## src/include/ped_pkg.sv

```systemverilog
// shared constants and types for the port edge interrupt detector
package ped_pkg;
    localparam int          PED_NPIN        = 8;
    localparam int          PED_ADDR_W      = 16;
    // printed offsets are not word aligned: they are indices, byte address = 4 * index
    localparam logic [15:0] PED_IDX_EDGE_LO = 16'hf024;
    localparam logic [15:0] PED_IDX_EDGE_HI = 16'hf025;
    localparam logic [15:0] PED_IDX_SAMPLE  = 16'hf026;
    localparam logic [15:0] PED_IDX_STATUS  = 16'hf027;
    localparam logic [15:0] PED_IDX_MASK    = 16'hf028;
    localparam logic [7:0]  PED_CFG_RESET   = 8'h00;
    // bit 3 has no pin
    localparam logic [7:0]  PED_PIN_MAP     = 8'hf7;
    localparam int          PED_SAMPLE_HZ   = 16000;
    localparam int          PED_CLK_HZ      = 250000000;
    localparam int          PED_SAMPLE_DIV  = PED_CLK_HZ / PED_SAMPLE_HZ;
    typedef enum logic [1:0] {
        PED_MODE_OFF,
        PED_MODE_FALL,
        PED_MODE_RISE,
        PED_MODE_BOTH
    } ped_mode_t;
endpackage

```

## src/include/ped_cfg_if.sv

```systemverilog
// configuration bundle from the register file to the edge detector
interface ped_cfg_if;
    import ped_pkg::*;
    logic [7:0] edge_lo;
    logic [7:0] edge_hi;
    logic [7:0] sample_en;
    logic       stop_mode;
    logic       sample_tick;
    logic [7:0] edge_evt;
    modport regs (output edge_lo, output edge_hi, output sample_en, output stop_mode,
                  output sample_tick, input edge_evt);
    modport det  (input edge_lo, input edge_hi, input sample_en, input stop_mode,
                  input sample_tick, output edge_evt);
endinterface

```

## src/rtl/ped_tick_div.sv

```systemverilog
// divider making the low speed sampling tick
module ped_tick_div #(
    parameter int DIV = ped_pkg::PED_SAMPLE_DIV
) (
    input  wire logic pclk,
    input  wire logic presetn,
    input  wire logic halt,
    output logic      tick
);
    localparam int CW = $clog2(DIV);
    logic [CW-1:0] cnt_q;
    logic          wrap;
    assign wrap = (cnt_q == CW'(DIV - 1));
    // counter freezes while halted so no tick escapes in stop mode
    always_ff @(posedge pclk or negedge presetn) begin
        if (!presetn) begin
            cnt_q <= '0;
            tick  <= 1'b0;
        end else begin
            tick <= wrap & ~halt;
            if (!halt) begin
                cnt_q <= wrap ? '0 : cnt_q + CW'(1);
            end
        end
    end
endmodule

```

## src/rtl/ped_detect.sv

```systemverilog
// per pin synchroniser, optional sampling and edge detection
module ped_detect
    import ped_pkg::*;
(
    input  wire logic   pclk,
    input  wire logic   presetn,
    input  wire logic [7:0] pin_in,
    ped_cfg_if.det      cfg
);
    logic [7:0] sync1_q;
    logic [7:0] sync2_q;
    logic [7:0] smp_q;
    logic [7:0] prev_q;
    logic [7:0] cur;
    logic [7:0] evt_q;
    // two stage synchroniser, first stage read only by the second
    always_ff @(posedge pclk or negedge presetn) begin
        if (!presetn) begin
            sync1_q <= '0;
            sync2_q <= '0;
        end else begin
            sync1_q <= pin_in;
            sync2_q <= sync1_q;
        end
    end
    genvar i;
    generate
        for (i = 0; i < PED_NPIN; i++) begin : g_pin
            ped_mode_t mode;
            logic      rise;
            logic      fall;
            assign mode = ped_mode_t'({cfg.edge_hi[i], cfg.edge_lo[i]});
            // sampled copy holds between ticks; tick is dead in stop mode
            always_ff @(posedge pclk or negedge presetn) begin
                if (!presetn) begin
                    smp_q[i] <= 1'b0;
                end else if (cfg.sample_tick && !cfg.stop_mode) begin
                    smp_q[i] <= sync2_q[i];
                end
            end
            assign cur[i] = cfg.sample_en[i] ? smp_q[i] : sync2_q[i];
            assign rise   = cur[i] & ~prev_q[i];
            assign fall   = ~cur[i] & prev_q[i];
            always_ff @(posedge pclk or negedge presetn) begin
                if (!presetn) begin
                    prev_q[i] <= 1'b0;
                    evt_q[i]  <= 1'b0;
                end else begin
                    prev_q[i] <= cur[i];
                    evt_q[i]  <= PED_PIN_MAP[i] & (
                        (mode == PED_MODE_FALL && fall) ||
                        (mode == PED_MODE_RISE && rise) ||
                        (mode == PED_MODE_BOTH && (rise || fall)));
                end
            end
        end
    endgenerate
    assign cfg.edge_evt = evt_q;
endmodule

```

## src/rtl/ped_top.sv

```systemverilog
// Function
// - two config bits form per pin mode
// - port a bits 0-2, port b 4-7
// - sampling bit picks raw or sampled input
// - no sampling during stop mode
// - selected edge raises that pin's request
// - seven lines, line three absent
// - config registers 8 bit, reset zero
module ped_top
    import ped_pkg::*;
#(
    parameter int SAMPLE_DIV = PED_SAMPLE_DIV
) (
    input  wire logic        pclk,
    input  wire logic        presetn,
    input  wire logic        psel,
    input  wire logic        penable,
    input  wire logic        pwrite,
    input  wire logic [17:0] paddr,
    input  wire logic [31:0] pwdata,
    output logic      [31:0] prdata,
    output logic             pready,
    output logic             pslverr,
    input  wire logic [2:0]  port_a_pin,
    input  wire logic [3:0]  port_b_pin,
    input  wire logic        stop_mode,
    output logic      [2:0]  port_a_pin_irq,
    output logic      [3:0]  port_b_pin_irq,
    output logic             irq
);
    ped_cfg_if cfg ();
    logic [7:0]  edge_lo_q;
    logic [7:0]  edge_hi_q;
    logic [7:0]  sample_q;
    logic [7:0]  status_q;
    logic [7:0]  mask_q;
    logic        stop_s1_q;
    logic        stop_s2_q;
    logic [15:0] idx;
    logic        wr;
    logic        rd;
    logic        hit_lo;
    logic        hit_hi;
    logic        hit_smp;
    logic        hit_st;
    logic        hit_mk;
    logic        mapped;
    logic [7:0]  rsel;
    logic [7:0]  pins;
    logic [7:0]  clr;
    logic        tick;

    // address decode on word index
    assign idx     = paddr[17:2];
    assign wr      = psel & penable & pwrite;
    assign rd      = psel & penable & ~pwrite;
    assign hit_lo  = (idx == PED_IDX_EDGE_LO);
    assign hit_hi  = (idx == PED_IDX_EDGE_HI);
    assign hit_smp = (idx == PED_IDX_SAMPLE);
    assign hit_st  = (idx == PED_IDX_STATUS);
    assign hit_mk  = (idx == PED_IDX_MASK);
    assign mapped  = hit_lo | hit_hi | hit_smp | hit_st | hit_mk;
    assign rsel    = hit_lo  ? edge_lo_q :
                     hit_hi  ? edge_hi_q :
                     hit_smp ? sample_q  :
                     hit_st  ? status_q  :
                     hit_mk  ? mask_q    : 8'h00;
    assign clr     = (wr && hit_st) ? pwdata[7:0] : 8'h00;
    assign pins    = {port_b_pin, 1'b0, port_a_pin};

    // stop request is from outside, synchronise before use
    always_ff @(posedge pclk or negedge presetn) begin
        if (!presetn) begin
            stop_s1_q <= 1'b0;
            stop_s2_q <= 1'b0;
        end else begin
            stop_s1_q <= stop_mode;
            stop_s2_q <= stop_s1_q;
        end
    end

    // configuration registers, bit 3 kept as plain storage except in the mask, where a write forces it low
    always_ff @(posedge pclk or negedge presetn) begin
        if (!presetn) begin
            edge_lo_q <= PED_CFG_RESET;
            edge_hi_q <= PED_CFG_RESET;
            sample_q  <= PED_CFG_RESET;
            mask_q    <= PED_CFG_RESET;
        end else if (wr) begin
            if (hit_lo)  edge_lo_q <= pwdata[7:0];
            if (hit_hi)  edge_hi_q <= pwdata[7:0];
            if (hit_smp) sample_q  <= pwdata[7:0];
            if (hit_mk)  mask_q    <= pwdata[7:0] & PED_PIN_MAP;
        end
    end

    // sticky status: a new edge wins over a same cycle clear
    always_ff @(posedge pclk or negedge presetn) begin
        if (!presetn) begin
            status_q <= 8'h00;
        end else begin
            status_q <= (status_q & ~clr) | cfg.edge_evt;
        end
    end

    // apb answer registered, zero wait states
    always_ff @(posedge pclk or negedge presetn) begin
        if (!presetn) begin
            prdata  <= 32'h0000_0000;
            pready  <= 1'b0;
            pslverr <= 1'b0;
        end else begin
            pready  <= psel & ~penable;
            pslverr <= psel & ~penable & ~mapped;
            prdata  <= (psel && !penable && !pwrite) ? {24'h000000, rsel} : 32'h0000_0000;
        end
    end

    // per pin request pulses and masked level interrupt
    always_ff @(posedge pclk or negedge presetn) begin
        if (!presetn) begin
            port_a_pin_irq <= 3'h0;
            port_b_pin_irq <= 4'h0;
            irq            <= 1'b0;
        end else begin
            port_a_pin_irq <= cfg.edge_evt[2:0];
            port_b_pin_irq <= cfg.edge_evt[7:4];
            irq            <= |(((status_q & ~clr) | cfg.edge_evt) & mask_q);
        end
    end

    assign cfg.edge_lo   = edge_lo_q;
    assign cfg.edge_hi   = edge_hi_q;
    assign cfg.sample_en = sample_q;
    assign cfg.stop_mode = stop_s2_q;
    assign cfg.sample_tick = tick;

    ped_tick_div #(.DIV(SAMPLE_DIV)) u_div (
        .pclk    (pclk),
        .presetn (presetn),
        .halt    (stop_s2_q),
        .tick    (tick)
    );

    ped_detect u_det (
        .pclk    (pclk),
        .presetn (presetn),
        .pin_in  (pins),
        .cfg     (cfg)
    );

    // read data of edge_select_low follows the setup cycle
    property p_read_data;
        @(posedge pclk) disable iff (!presetn)
        (psel && !penable && !pwrite && hit_lo) |=> (prdata[7:0] == edge_lo_q);
    endproperty
    a_read_data: assert property (p_read_data)
        else $error("edge_select_low read mismatch");

    // read data of edge_select_high follows the setup cycle
    property p_read_hi;
        @(posedge pclk) disable iff (!presetn)
        (psel && !penable && !pwrite && hit_hi) |=> (prdata[7:0] == edge_hi_q);
    endproperty
    a_read_hi: assert property (p_read_hi)
        else $error("edge_select_high read mismatch");

    // read data of sampling_select follows the setup cycle
    property p_read_smp;
        @(posedge pclk) disable iff (!presetn)
        (psel && !penable && !pwrite && hit_smp) |=> (prdata[7:0] == sample_q);
    endproperty
    a_read_smp: assert property (p_read_smp)
        else $error("sampling_select read mismatch");

    // a write to sampling_select lands whole
    property p_cfg_write;
        @(posedge pclk) disable iff (!presetn)
        (wr && hit_smp) |=> (sample_q == $past(pwdata[7:0]));
    endproperty
    a_cfg_write: assert property (p_cfg_write)
        else $error("sampling_select write lost");

    // no pin behind bit 3, so its status never sets
    property p_no_pin3;
        @(posedge pclk) disable iff (!presetn)
        status_q[3] == 1'b0;
    endproperty
    a_no_pin3: assert property (p_no_pin3)
        else $error("status bit 3 set");

    // mask bit 3 is forced low on write
    property p_mask_pin3;
        @(posedge pclk) disable iff (!presetn)
        mask_q[3] == 1'b0;
    endproperty
    a_mask_pin3: assert property (p_mask_pin3)
        else $error("mask bit 3 set");

    // detector never reports the absent line
    property p_evt_pin3;
        @(posedge pclk) disable iff (!presetn)
        cfg.edge_evt[3] == 1'b0;
    endproperty
    a_evt_pin3: assert property (p_evt_pin3)
        else $error("event on absent line");

    // disabled pin stays quiet, port a side
    property p_off_quiet;
        @(posedge pclk) disable iff (!presetn)
        (edge_lo_q[0] == 1'b0 && edge_hi_q[0] == 1'b0) |=> !port_a_pin_irq[0];
    endproperty
    a_off_quiet: assert property (p_off_quiet)
        else $error("irq from disabled pin");

    // disabled pin stays quiet, port b side
    property p_off_quiet_b;
        @(posedge pclk) disable iff (!presetn)
        (edge_lo_q[7] == 1'b0 && edge_hi_q[7] == 1'b0) |=> !port_b_pin_irq[3];
    endproperty
    a_off_quiet_b: assert property (p_off_quiet_b)
        else $error("irq from disabled pin");

    // a request is a single cycle pulse, port a side
    property p_pulse_one;
        @(posedge pclk) disable iff (!presetn)
        port_a_pin_irq[0] |=> !port_a_pin_irq[0];
    endproperty
    a_pulse_one: assert property (p_pulse_one)
        else $error("request not one cycle");

    // a request is a single cycle pulse, port b side
    property p_pulse_one_b;
        @(posedge pclk) disable iff (!presetn)
        port_b_pin_irq[3] |=> !port_b_pin_irq[3];
    endproperty
    a_pulse_one_b: assert property (p_pulse_one_b)
        else $error("request not one cycle");

    // status rises together with the port b request
    property p_irq_sticky;
        @(posedge pclk) disable iff (!presetn)
        port_b_pin_irq[0] |-> status_q[4];
    endproperty
    a_irq_sticky: assert property (p_irq_sticky)
        else $error("event not latched");

    // status rises together with the port a request
    property p_sticky_a;
        @(posedge pclk) disable iff (!presetn)
        port_a_pin_irq[2] |-> status_q[2];
    endproperty
    a_sticky_a: assert property (p_sticky_a)
        else $error("event not latched");

    // a set status bit holds until a one is written to it
    property p_status_hold;
        @(posedge pclk) disable iff (!presetn)
        (status_q[7] && !(wr && hit_st && pwdata[7])) |=> status_q[7];
    endproperty
    a_status_hold: assert property (p_status_hold)
        else $error("status bit lost");

    // halted divider gives no tick
    property p_stop_tick;
        @(posedge pclk) disable iff (!presetn)
        stop_s2_q |=> !tick;
    endproperty
    a_stop_tick: assert property (p_stop_tick)
        else $error("tick in stop mode");

    // zero wait: ready in the access cycle
    property p_apb_ready;
        @(posedge pclk) disable iff (!presetn)
        (psel && !penable) |=> pready;
    endproperty
    a_apb_ready: assert property (p_apb_ready)
        else $error("no ready after setup");

    // ready stands one cycle only
    property p_ready_one;
        @(posedge pclk) disable iff (!presetn)
        pready |=> !pready;
    endproperty
    a_ready_one: assert property (p_ready_one)
        else $error("ready held too long");

    // unmapped index answers with an error
    property p_err_unmapped;
        @(posedge pclk) disable iff (!presetn)
        (psel && !penable && !mapped) |=> pslverr;
    endproperty
    a_err_unmapped: assert property (p_err_unmapped)
        else $error("no error on unmapped index");

    // level interrupt follows unmasked status
    property p_irq_level;
        @(posedge pclk) disable iff (!presetn)
        ((status_q & mask_q) != 8'h00 && !(wr && hit_st)) |=> irq;
    endproperty
    a_irq_level: assert property (p_irq_level)
        else $error("irq low with unmasked status");

    // no unmasked status and no event means no interrupt
    property p_irq_quiet;
        @(posedge pclk) disable iff (!presetn)
        ((status_q & mask_q) == 8'h00 && cfg.edge_evt == 8'h00) |=> !irq;
    endproperty
    a_irq_quiet: assert property (p_irq_quiet)
        else $error("irq high without cause");

    // rd is kept for this read data check
    property p_rd_zero;
        @(posedge pclk) disable iff (!presetn)
        (rd && !mapped) |-> prdata == 32'h0;
    endproperty
    a_rd_zero: assert property (p_rd_zero)
        else $error("unmapped read not zero");

    // registers are 8 bit, upper read bits stay low
    property p_upper_zero;
        @(posedge pclk) disable iff (!presetn)
        prdata[31:8] == 24'h000000;
    endproperty
    a_upper_zero: assert property (p_upper_zero)
        else $error("upper read data not zero");

    // read data is zero outside a read answer
    property p_idle_data;
        @(posedge pclk) disable iff (!presetn)
        !(psel && !penable && !pwrite) |=> prdata == 32'h0;
    endproperty
    a_idle_data: assert property (p_idle_data)
        else $error("read data outside a read");

    // main scenarios to be reached
    c_rise: cover property (@(posedge pclk) disable iff (!presetn)
        edge_hi_q[0] && !edge_lo_q[0] && port_a_pin_irq[0]);
    c_both: cover property (@(posedge pclk) disable iff (!presetn)
        edge_hi_q[4] && edge_lo_q[4] && port_b_pin_irq[0]);
    c_sampled: cover property (@(posedge pclk) disable iff (!presetn)
        sample_q[1] && port_a_pin_irq[1]);
    c_irq: cover property (@(posedge pclk) disable iff (!presetn) $rose(irq));
endmodule

```

## config.mk

```make
export PLATFORM = sky130hd
export DESIGN_NAME = ped_top
export DESIGN_NICKNAME = d
export VERILOG_FILES = /design/src/include/ped_pkg.sv /design/src/include/ped_cfg_if.sv /design/src/rtl/ped_tick_div.sv /design/src/rtl/ped_detect.sv /design/src/rtl/ped_top.sv
export SDC_FILE = /design/constraint.sdc
export NUM_CORES = 1
export LEC_CHECK = 0
export ABC_AREA = 1
export BUFFER_PORTS_ARGS = -buffer_cell sky130_fd_sc_hd__buf_2
export CAP_MARGIN = 15
export CORE_MARGIN = 3
export CORE_UTILIZATION = 45
export CTS_CLUSTER_SIZE = 10
export DETAILED_ROUTE_END_ITERATION = 7
export PLACE_DENSITY = 0.67
export SLEW_MARGIN = 10
export SYNTH_ARGS = -nofsm -noshare
export SYNTH_HDL_FRONTEND = slang
export SYNTH_SLANG_ARGS = --single-unit
```

## constraint.sdc

```tcl
create_clock -name pclk -period 1.67 [get_ports pclk]
set_input_delay 0.0835 -clock pclk [delete_from_list [all_inputs] [get_ports pclk]]
set_output_delay 0.0835 -clock pclk [all_outputs]
set_load 0.005 [all_outputs]
```

==> results of run 1 <==
==> layout make-up <==
type / count / area share [%]
repair buffers: 78 / 8.80
multi-input cells: 363 / 32.6
inverters: 78 / 5.07
well taps: 136 / 2.95
clock buffers: 11 / 2.28
flip-flops and latches: 109 / 47.2
clock inverters: 5 / 1.06
==> repair_timing <==
item                                    4_1_cts  5_1_grt
resized for setup                             0        9
hold buffers                                 12        0
endpoints found under the setup margin        0        8
hold endpoints to repair                     42        0
==> per-layer routing <==
layer / up-vias / GRT usage [%]
met5: - / 0
met1: 1829 / 23.6
met3: 15 / 4.02
li1: 1911 / -
met4: 0 / 6.73
met2: 131 / 28.2
==> power groups by stage <==
| stage | Combinational, mW | Clock (mW) | Sequential, mW |
|---|---|---|---|
| 6_report | 0.453 | 1.56 | 2.80 |
| 5_1_grt | 0.524 | 1.73 | 2.82 |
| 4_1_cts | 0.422 | 1.61 | 2.79 |
| 3_5_place_dp | 0.398 | 0 | 2.84 |
| 3_3_place_gp | 0.381 | 0 | 2.84 |
| 2_1_floorplan | 0.291 | 0 | 2.81 |
==> placed cells by master, fill, tap and decap left out, types with 2 or more instances in the layout <==
master	instances
sky130_fd_sc_hd__nand2_1	125
sky130_fd_sc_hd__dfrtp_1	109
sky130_fd_sc_hd__inv_1	71
sky130_fd_sc_hd__buf_2	53
sky130_fd_sc_hd__o21ai_1	34
sky130_fd_sc_hd__a21oi_1	32
sky130_fd_sc_hd__nor2_1	28
sky130_fd_sc_hd__o21ai_0	27
sky130_fd_sc_hd__conb_1	24
sky130_fd_sc_hd__nand3_1	23
sky130_fd_sc_hd__ha_1	16
sky130_fd_sc_hd__nand4_1	12
sky130_fd_sc_hd__dlygate4sd3_1	12
sky130_fd_sc_hd__buf_4	11
sky130_fd_sc_hd__clkbuf_8	9
sky130_fd_sc_hd__inv_2	7
sky130_fd_sc_hd__nor3_1	5
sky130_fd_sc_hd__nand2_2	3
sky130_fd_sc_hd__nor2_2	3
sky130_fd_sc_hd__nand3_2	3
sky130_fd_sc_hd__nor4_1	3
sky130_fd_sc_hd__nor4_2	3
sky130_fd_sc_hd__or2_0	3
sky130_fd_sc_hd__clkinvlp_4	3
sky130_fd_sc_hd__or2_2	2
sky130_fd_sc_hd__nor2_4	2
sky130_fd_sc_hd__a31oi_1	2
sky130_fd_sc_hd__nor3_4	2
sky130_fd_sc_hd__xor2_1	2
sky130_fd_sc_hd__nand3b_1	2
sky130_fd_sc_hd__clkbuf_1	2
sky130_fd_sc_hd__buf_12	2
==> logic make-up (layout without fill, tap and decap cells) <==
family | count (synthesis) | after routing | synth area share (%)
compound gates | 99 | 99 | 10.2
other cells | 1 | 24 | 0.0747
buf+inv | 113 | 172 | 10.7
mux | 1 | 1 | 0.224
fa+ha+maj | 16 | 16 | 3.99
xor+xnor | 2 | 2 | 0.349
simple gates | 221 | 221 | 20.1
flops | 109 | 109 | 54.4
==> tightest hold or removal path, stage by stage <==
cell and delay [ns]:
sky130_fd_sc_hd__buf_2 0.11, sky130_fd_sc_hd__inv_1 0.10, sky130_fd_sc_hd__o21ai_1 0.08
==> synthesized netlist by cell type (all sizes together) <==
cell type,instances
nand2,128
dfrtp,109
inv,78
o21ai,61
nor2,33
a21oi,32
buf,32
nand3,26
ha,16
nand4,13
nor3,7
nor4,7
or2,5
clkbuf,3
a31oi,2
nand3b,2
xor2,2
a211oi,1
a21boi,1
conb,1
mux2,1
o211a,1
o221a,1
==> state kept, by name, summed over array words and instances (netlist names) <==
name                count
pslverr                 1
pready                  1
mask_q                  7
u_det.sync2_q           7
cfg.sample_en           8
u_div.tick              1
status_q                8
irq                     1
u_div.cnt_q            14
u_det.sync1_q           7
port_a_pin_irq          3
stop_s1_q               1
port_b_pin_irq          4
u_det.cfg.edge_evt      7
u_det.smp_q             7
u_det.prev_q            7
prdata                  8
cfg.stop_mode           1
cfg.edge_lo             8
cfg.edge_hi             8
==> worst paths after layout <==
kind                                            start                            to  cells past startpoint
setup / recovery           u_div.cnt_q[0]$_DFFE_PN0N_   u_div.cnt_q[10]$_DFFE_PN0N_                      8
hold / removal                              pwdata[5]  cfg.sample_en[5]$_DFFE_PN0P_                      3
setup reg to reg           u_div.cnt_q[0]$_DFFE_PN0N_   u_div.cnt_q[10]$_DFFE_PN0N_                      8
hold reg to reg            u_det.sync1_q[4]$_DFF_PN0_    u_det.sync2_q[4]$_DFF_PN0_                      0
max in group asynchronous                     presetn    cfg.edge_hi[0]$_DFFE_PN0P_                      3
min in group asynchronous                     presetn    u_div.cnt_q[4]$_DFFE_PN0N_                      2
==> per-stage QoR <==
stage          hold WS, ns  TNS [ns]  util (%)
6_report            0.0316         0      54.5
4_1_cts             0.0163         0      54.1
3_3_place_gp        0.0625         0      51.1
3_5_place_dp        0.0642         0      51.1
5_1_grt             0.0332   -0.0285      54.5
2_1_floorplan       -0.212         0         -
==> impl_summary.md, run 1 <==
Route
The detailed-router iteration count before antenna repair is 4. The detailed router used layers up to and including met4. After detailed routing, the wire length on met1 is 4.73 mm. The via total after detailed routing is 3886.

The routed wire length is 10.8 mm. In the final routed layout, each cell accounts on average for 13.8 µm. The routed length on met3 is 747 µm.

In the detailed route, the total length drawn on met2 is 5.14 mm. The via density per instance is 4.98. The DRC marker count from the first detailed-route iteration is 260. The post-route antenna net violation count is 0.

The DRC violations left is 0.

STA
The clock period could shrink to 1.58 ns. The number of hold violations in the final report is 0. Setup slack on the critical path of the routed design comes to 0.0893 ns. The final clock period utilization by the worst path is 94.7%. The final count of negative-setup-slack endpoints is 0. The number of pins with negative max-slew slack in the final report is 0.

For this run, the top clock speed supported by timing is 633 MHz. On the final layout, the worst clock skew is 0.0116 ns.

Clocking
The number of setup buffers added after CTS is 0. The H-tree was split into 3 levels. The maximum number of buffers from clock root to sink is 2. The clock reaches the later pin of the worst-skew pair after 0.37 ns.

TritonCTS built the clock tree. The clock drives 109 sinks. The CTS clock-pin slew for the worst setup and hold paths is 0.10 ns.

TritonCTS created 9 clock buffers. The clock root buffer is sky130_fd_sc_hd__clkbuf_8.

Place
The post-place setup slack is 0.0273 ns. Detailed placement finished with a half-perimeter wire length of 7.60 mm. The global placer's final weighted congestion is 0.884. The post-placement cell count is 752. Input and output buffers added on the ports amount to 54. The placed instances occupy a cell area of 5420 µm².

Power
Sequential cells burn 58.1% of the power. The worst-case IR drop observed on VDD is 0.706 mV. Dividing total power by cell area gives a power density of 834 nW/µm².

Per report_power, the combinational group accounts for 9.4% of the total. Per report_power, the clock group accounts for 32.5% of the total. The analysis attributes to cell leakage a power of 2.92 nW. The total internal power is 3.59 mW. The switching portion of total power is 25.5%. For this design the total switching power over the nets is 1.23 mW. The design draws 4.82 mW.

Hold path
The worst min-delay path category is primary input to register.

Run
Across the run, the number of max-cap violations was 0.

Logic synthesis
Sequential cells were found to cover 54.4% of the synthesized design area. Yosys mapped the design onto 36 distinct sky130hd cell types. Summed over its instances, the top area cell type makes up 54.4% of the synthesized netlist area. The cell type with the largest total area after synthesis is sky130_fd_sc_hd__dfrtp_1. After synthesis, the mean cell area works out to 8.93 µm². The number of cells produced by synthesis is 562. After synthesis the cells add up to 5020 µm². The synthesis-stage register bit count is 109.

The number of warning messages in the yosys log is 0. Ranked by total cell area, the synthesized netlist is headed by sky130_fd_sc_hd__dfrtp_1 (54%), sky130_fd_sc_hd__nand2_1 (9.4%), sky130_fd_sc_hd__inv_1 (5.4%).

Die
The die area is 12500 µm². The floorplan step defined a core boundary enclosing 10600 µm². The die is 112 µm wide. Row generation in the floorplan step produced 37 rows. For this configuration, the core starts out at a cell density of 47.3%. The die height is 112 µm. The I/O pin count is 105.

Run status
The run finished with clean final reports.

Setup path
The startpoint class of the critical path is a register. STA classifies the critical path endpoint as a register. Along the worst path, the maximum fanout reaches 3. The arrival time at the worst endpoint is 1.84 ns.

The kind of cell adding the most delay to the critical path is simple AND/OR/NAND/NOR gates. The cell type with the highest occurrence count on the critical path is sky130_fd_sc_hd__nand2_1. The critical path is of the register to register type. STA puts the critical path data required time at 1.93 ns. Among all stages on the critical path, the largest delay is contributed by sky130_fd_sc_hd__dfrtp_1. In this design, the stage delay of the slowest critical-path cell is 0.37 ns. Traced cell by cell, the critical path runs through ha_1 -> nand2_1 -> nor2_1 -> nand4_1 -> nor3_1 -> nand2_1 -> nand2_1 -> nor2_1.

Counting both buffers and inverters, the worst setup path holds a total of 0. Setup slack on the worst reg-to-reg path comes out at 0.09 ns.

Global route
The first global-routing pass estimated 17.9 mm of wire. The via count of the first global-routing pass is 3780. The number of antenna violations at the first check in global routing came to 0. The global-route total usage across every layer is 17.7%. Entering global routing, the biggest net connects 40 pins. The global-route congestion overflow total is 0.

Layout
The share of post-route cells with drive strength above 1 is 16.9%. The number of nets in the layout is 718. The fill cell total of the finished layout is 963. The area of all placed cells without fillers is 5770 µm².

The footprint of the flip-flops and latches is 2730 µm². The layout-stage area growth over the synthesis result is 15.1%. The number of antenna repair diodes is 0. Leaving out filler cells and counting taps, the final layout contains 780.

The multi-input combinational cells in the finished layout cover a total of 1880 µm².
Power figures use the tool's default switching activity.
==> run 2, diff against run 1 <==
--- a/config.mk
+++ b/config.mk
@@ -12,8 +12,10 @@
 export CORE_UTILIZATION = 45
 export CTS_CLUSTER_SIZE = 10
 export DETAILED_ROUTE_END_ITERATION = 7
-export PLACE_DENSITY = 0.67
+export PLACE_DENSITY = 0.66
+export SKIP_CTS_REPAIR_TIMING = 1
 export SLEW_MARGIN = 10
 export SYNTH_ARGS = -nofsm -noshare
 export SYNTH_HDL_FRONTEND = slang
+export SYNTH_HIERARCHICAL = 1
 export SYNTH_SLANG_ARGS = --single-unit
==> impl_summary.md, run 2 <==
Logic synthesis
Each instance of the synthesized netlist takes up on average 8.50 µm². Of all cell types, the one taking the most synthesized area is sky130_fd_sc_hd__dfrtp_1. By count the netlist is led by sky130_fd_sc_hd__nand2_1 (152), sky130_fd_sc_hd__dfrtp_1 (109), sky130_fd_sc_hd__inv_1 (97). The synthesized netlist occupies a cell area of 5410 µm². The most used flip-flop cell after synthesis is sky130_fd_sc_hd__dfrtp_1. The proportion of synthesized chip area in sequential cells is 50.5%.

After synthesis, the netlist uses 36 different library cells. After synthesis the netlist holds a flip-flop and latch count of 109. During synthesis, Yosys emitted a total of 6 warnings. The most common cell in the synthesized netlist is sky130_fd_sc_hd__nand2_1. Yosys attributes the largest share of cell area to sky130_fd_sc_hd__dfrtp_1 (50%), sky130_fd_sc_hd__nand2_1 (11%), sky130_fd_sc_hd__inv_1 (6.7%). The top cell type's share of synthesized area is 50.5%. The proportion of synthesized flip-flops having asynchronous set or reset is 100%. In this run, synthesis inferred 0 flip-flops with an integrated enable. The number of cells produced by synthesis is 636.

Power
Summed over all cells, the static leakage comes to 3.22 nW. The total power divided by cell area is 910 nW/µm². Across the VDD grid, the largest voltage drop is 0.696 mV.

Route
In this run the remaining antenna-violating nets after routing total 0. The final routed wire length divided by cell count is 12.9 µm. The detailed-router iteration count before antenna repair is 5. Detailed routing inserted a total of 4148 vias. The first routing iteration left 241 violations. After detailed routing, the number of vias per cell comes to 4.86. The routed design has 11.1 mm of wire. After detailed routing, the number of remaining DRC violations is 0.

STA
The final clock period utilization by the worst path is 80.6%. The maximum clock frequency is 743 MHz. The tightest hold path in the finished design has a slack of -0.00324 ns. Setup total negative slack on the finished layout was measured at 0 ns. Subtracting the final worst setup slack from the clock period gives 1.35 ns. The number of pins with negative max-slew slack in the final report is 0. The worst clock skew is 0.00882 ns. Setup violations remaining at the end of the flow were counted as 0. Setup repair after global routing left no endpoint under its margin. The number of hold violations in the final report came to 1.

Clocking
The TritonCTS clock tree is built. The clock reaches the later pin of the worst-skew pair after 0.34 ns. The clock buffer count from CTS is 9.

In this run the number of H-tree levels came out at 3. For this design, the sink count on the clock tree is 109. The CTS clock-pin slew for the worst setup and hold paths is 0.07 ns.

CTS placed an instance of sky130_fd_sc_hd__clkbuf_16 at the clock tree root. The clock passes through at most 2 buffers.

Place
The total of buffers placed on input and output ports is 54. At the end of routability-driven placement, the weighted congestion stood at 0.854. The half-perimeter wire length of the detailed placement result is 8.21 mm.

Die
The initial utilization of the core area, before any placement, comes to 46.7%. The die covers 13400 µm². The core outline area is 11600 µm². 105 I/O pins were placed. The die width is 116 µm.

After floorplanning, the core was divided into 39 placement rows. Measured along the y axis, the die boundary spans 116 µm.

Global route
The first global-routing pass estimated 18.9 mm of wire. The via count of the first global-routing pass is 4038. The number of antenna violations at the first check in global routing is 0.

The largest net degree at the start of global routing is 32. The global-route total usage across every layer is 17.7%. The global-route congestion overflow total is 0.

Layout
The library cell used most frequently in the layout, excluding fill and tap cells, is sky130_fd_sc_hd__nand2_1. In the layout the commonest cells are sky130_fd_sc_hd__nand2_1 (152), sky130_fd_sc_hd__dfrtp_1 (109), sky130_fd_sc_hd__inv_1 (97). From synthesis to final layout, the design area changed by 14.1%. The repair_antennas step left the layout with diodes totalling 0.

The register containing the most flip-flops in the final layout is u_div/cnt_q. The number of flip-flops in the largest register is 14. In the final layout, the share of cells above drive strength 1 is 17.2%. The number of nets in the layout is 786.

The core utilization of the finished layout is 53.4%.

Setup path
The critical path in this run is classified as register to register. The endpoint required time on the critical path is 1.90 ns. For this run, the slowest stage of the critical path takes 0.44 ns. The cell type with the highest occurrence count on the critical path is sky130_fd_sc_hd__nor2_1. The top fanout value on the critical path is 6. STA classifies the critical path endpoint as a register. STA classifies the critical path startpoint as a register. Walking the worst path, the cells encountered are inv_1 -> ha_1 -> nand3_1 -> nor2_1 -> nand3_2 -> nand2_1 -> nor2_1.

Data arrives at the worst endpoint at 1.57 ns. The largest individual stage delay along the critical path comes from the cell sky130_fd_sc_hd__dfrtp_1.

Run status
The final reports fail on negative hold slack. The flow ran to the end, but the final reports show violations.

Hold path
In this run the worst hold path is classified as primary input to register.

Run
The number of max-capacitance violations reported is 0.
==> run 2: changes by cell type after synthesis, moves of 9 or more <==
cell and change:
sky130_fd_sc_hd__a21oi_1 -18, sky130_fd_sc_hd__nand3_1 +40, sky130_fd_sc_hd__nand2_1 +27, sky130_fd_sc_hd__inv_1 +25, sky130_fd_sc_hd__o21ai_1 -18, sky130_fd_sc_hd__o21ai_2 +9
==> run 2: where the power goes <==
group | total (mW) | switching [mW] | internal (mW)
logic | 0.509 | 0.317 | 0.192
clock network | 2.24 | 0.927 | 1.32
registers | 2.87 | 0.129 | 2.74
==> run 2: worst max-delay path, delay by kind of cell (launching register included) <==
kind,cells,cell delay [ns]
buffers and inverters,1,0.10
adders and majority gates,1,0.17
DFF,1,0.44
and+or+nand+nor,5,0.53
==> run 2: layer usage <==
| metal | GRT usage, % | share of wire [%] | vias to the layer above | wire, µm |
|---|---|---|---|---|
| met5 | 0 | 0 | - | 0 |
| met1 | 24.2 | 46 | 1936 | 5060 |
| met4 | 4.87 | 1.6 | 0 | 174 |
| met2 | 28.6 | 47 | 114 | 5150 |
| met3 | 3.86 | 6.1 | 14 | 671 |
| li1 | - | - | 2084 | - |
==> run 2: worst paths after layout <==
kind / start / end / slack, ns / depth (start not counted)
hold reg to reg: u_det/sync1_q[6]$_DFF_PN0_ / u_det/sync2_q[6]$_DFF_PN0_ / 0.35 / 0
min in group asynchronous: presetn / port_b_pin_irq[0]$_DFF_PN0_ / 0.23 / 2
setup reg to reg: u_div/cnt_q[0]$_DFFE_PN0N_ / u_div/cnt_q[11]$_DFFE_PN0N_ / 0.32 / 7
max in group asynchronous: presetn / prdata[0]$_DFF_PN0_ / 0.72 / 3
setup / recovery: u_div/cnt_q[0]$_DFFE_PN0N_ / u_div/cnt_q[11]$_DFFE_PN0N_ / 0.32 / 7
hold / removal: psel / pready$_DFF_PN0_ / -0.003 / 3
==> run 2: cell type report <==
type,count,area (µm²)
fill,1078,5390
sequential,109,2730
multi-input combinational,413,2110
timing repair buffer,73,463
inverter,100,375
clock buffer,10,229
tap,143,179
clock inverter,6,87.6
==> run 2: kinds of logic (layout without fill, tap and decap cells) <==
group	after synthesis	count (layout)	synth area share (%)
buffers and inverters	137	189	12.1
adder cells (fa/ha/maj)	17	17	3.93
XOR/XNOR	2	2	0.324
AND/OR/NAND/NOR	300	300	25.8
AO/OA/AOI/OAI	69	69	7.27
flip-flops	109	109	50.5
other	2	25	0.139
==> run 2: stage by stage <==
step                hold WS, ns  std cells  power (mW)  cell area, µm²  setup slack, ns
floorplan                -0.212        659        3.27            5490            0.461
global placement         0.0594        829        3.39            5760            0.196
detailed placement       0.0670        829        3.41            5760            0.147
CTS                      -0.307        845        5.67            6080            0.316
global route            0.00853        854        5.90            6170            0.185
finish                 -0.00324        854        5.62            6170            0.324
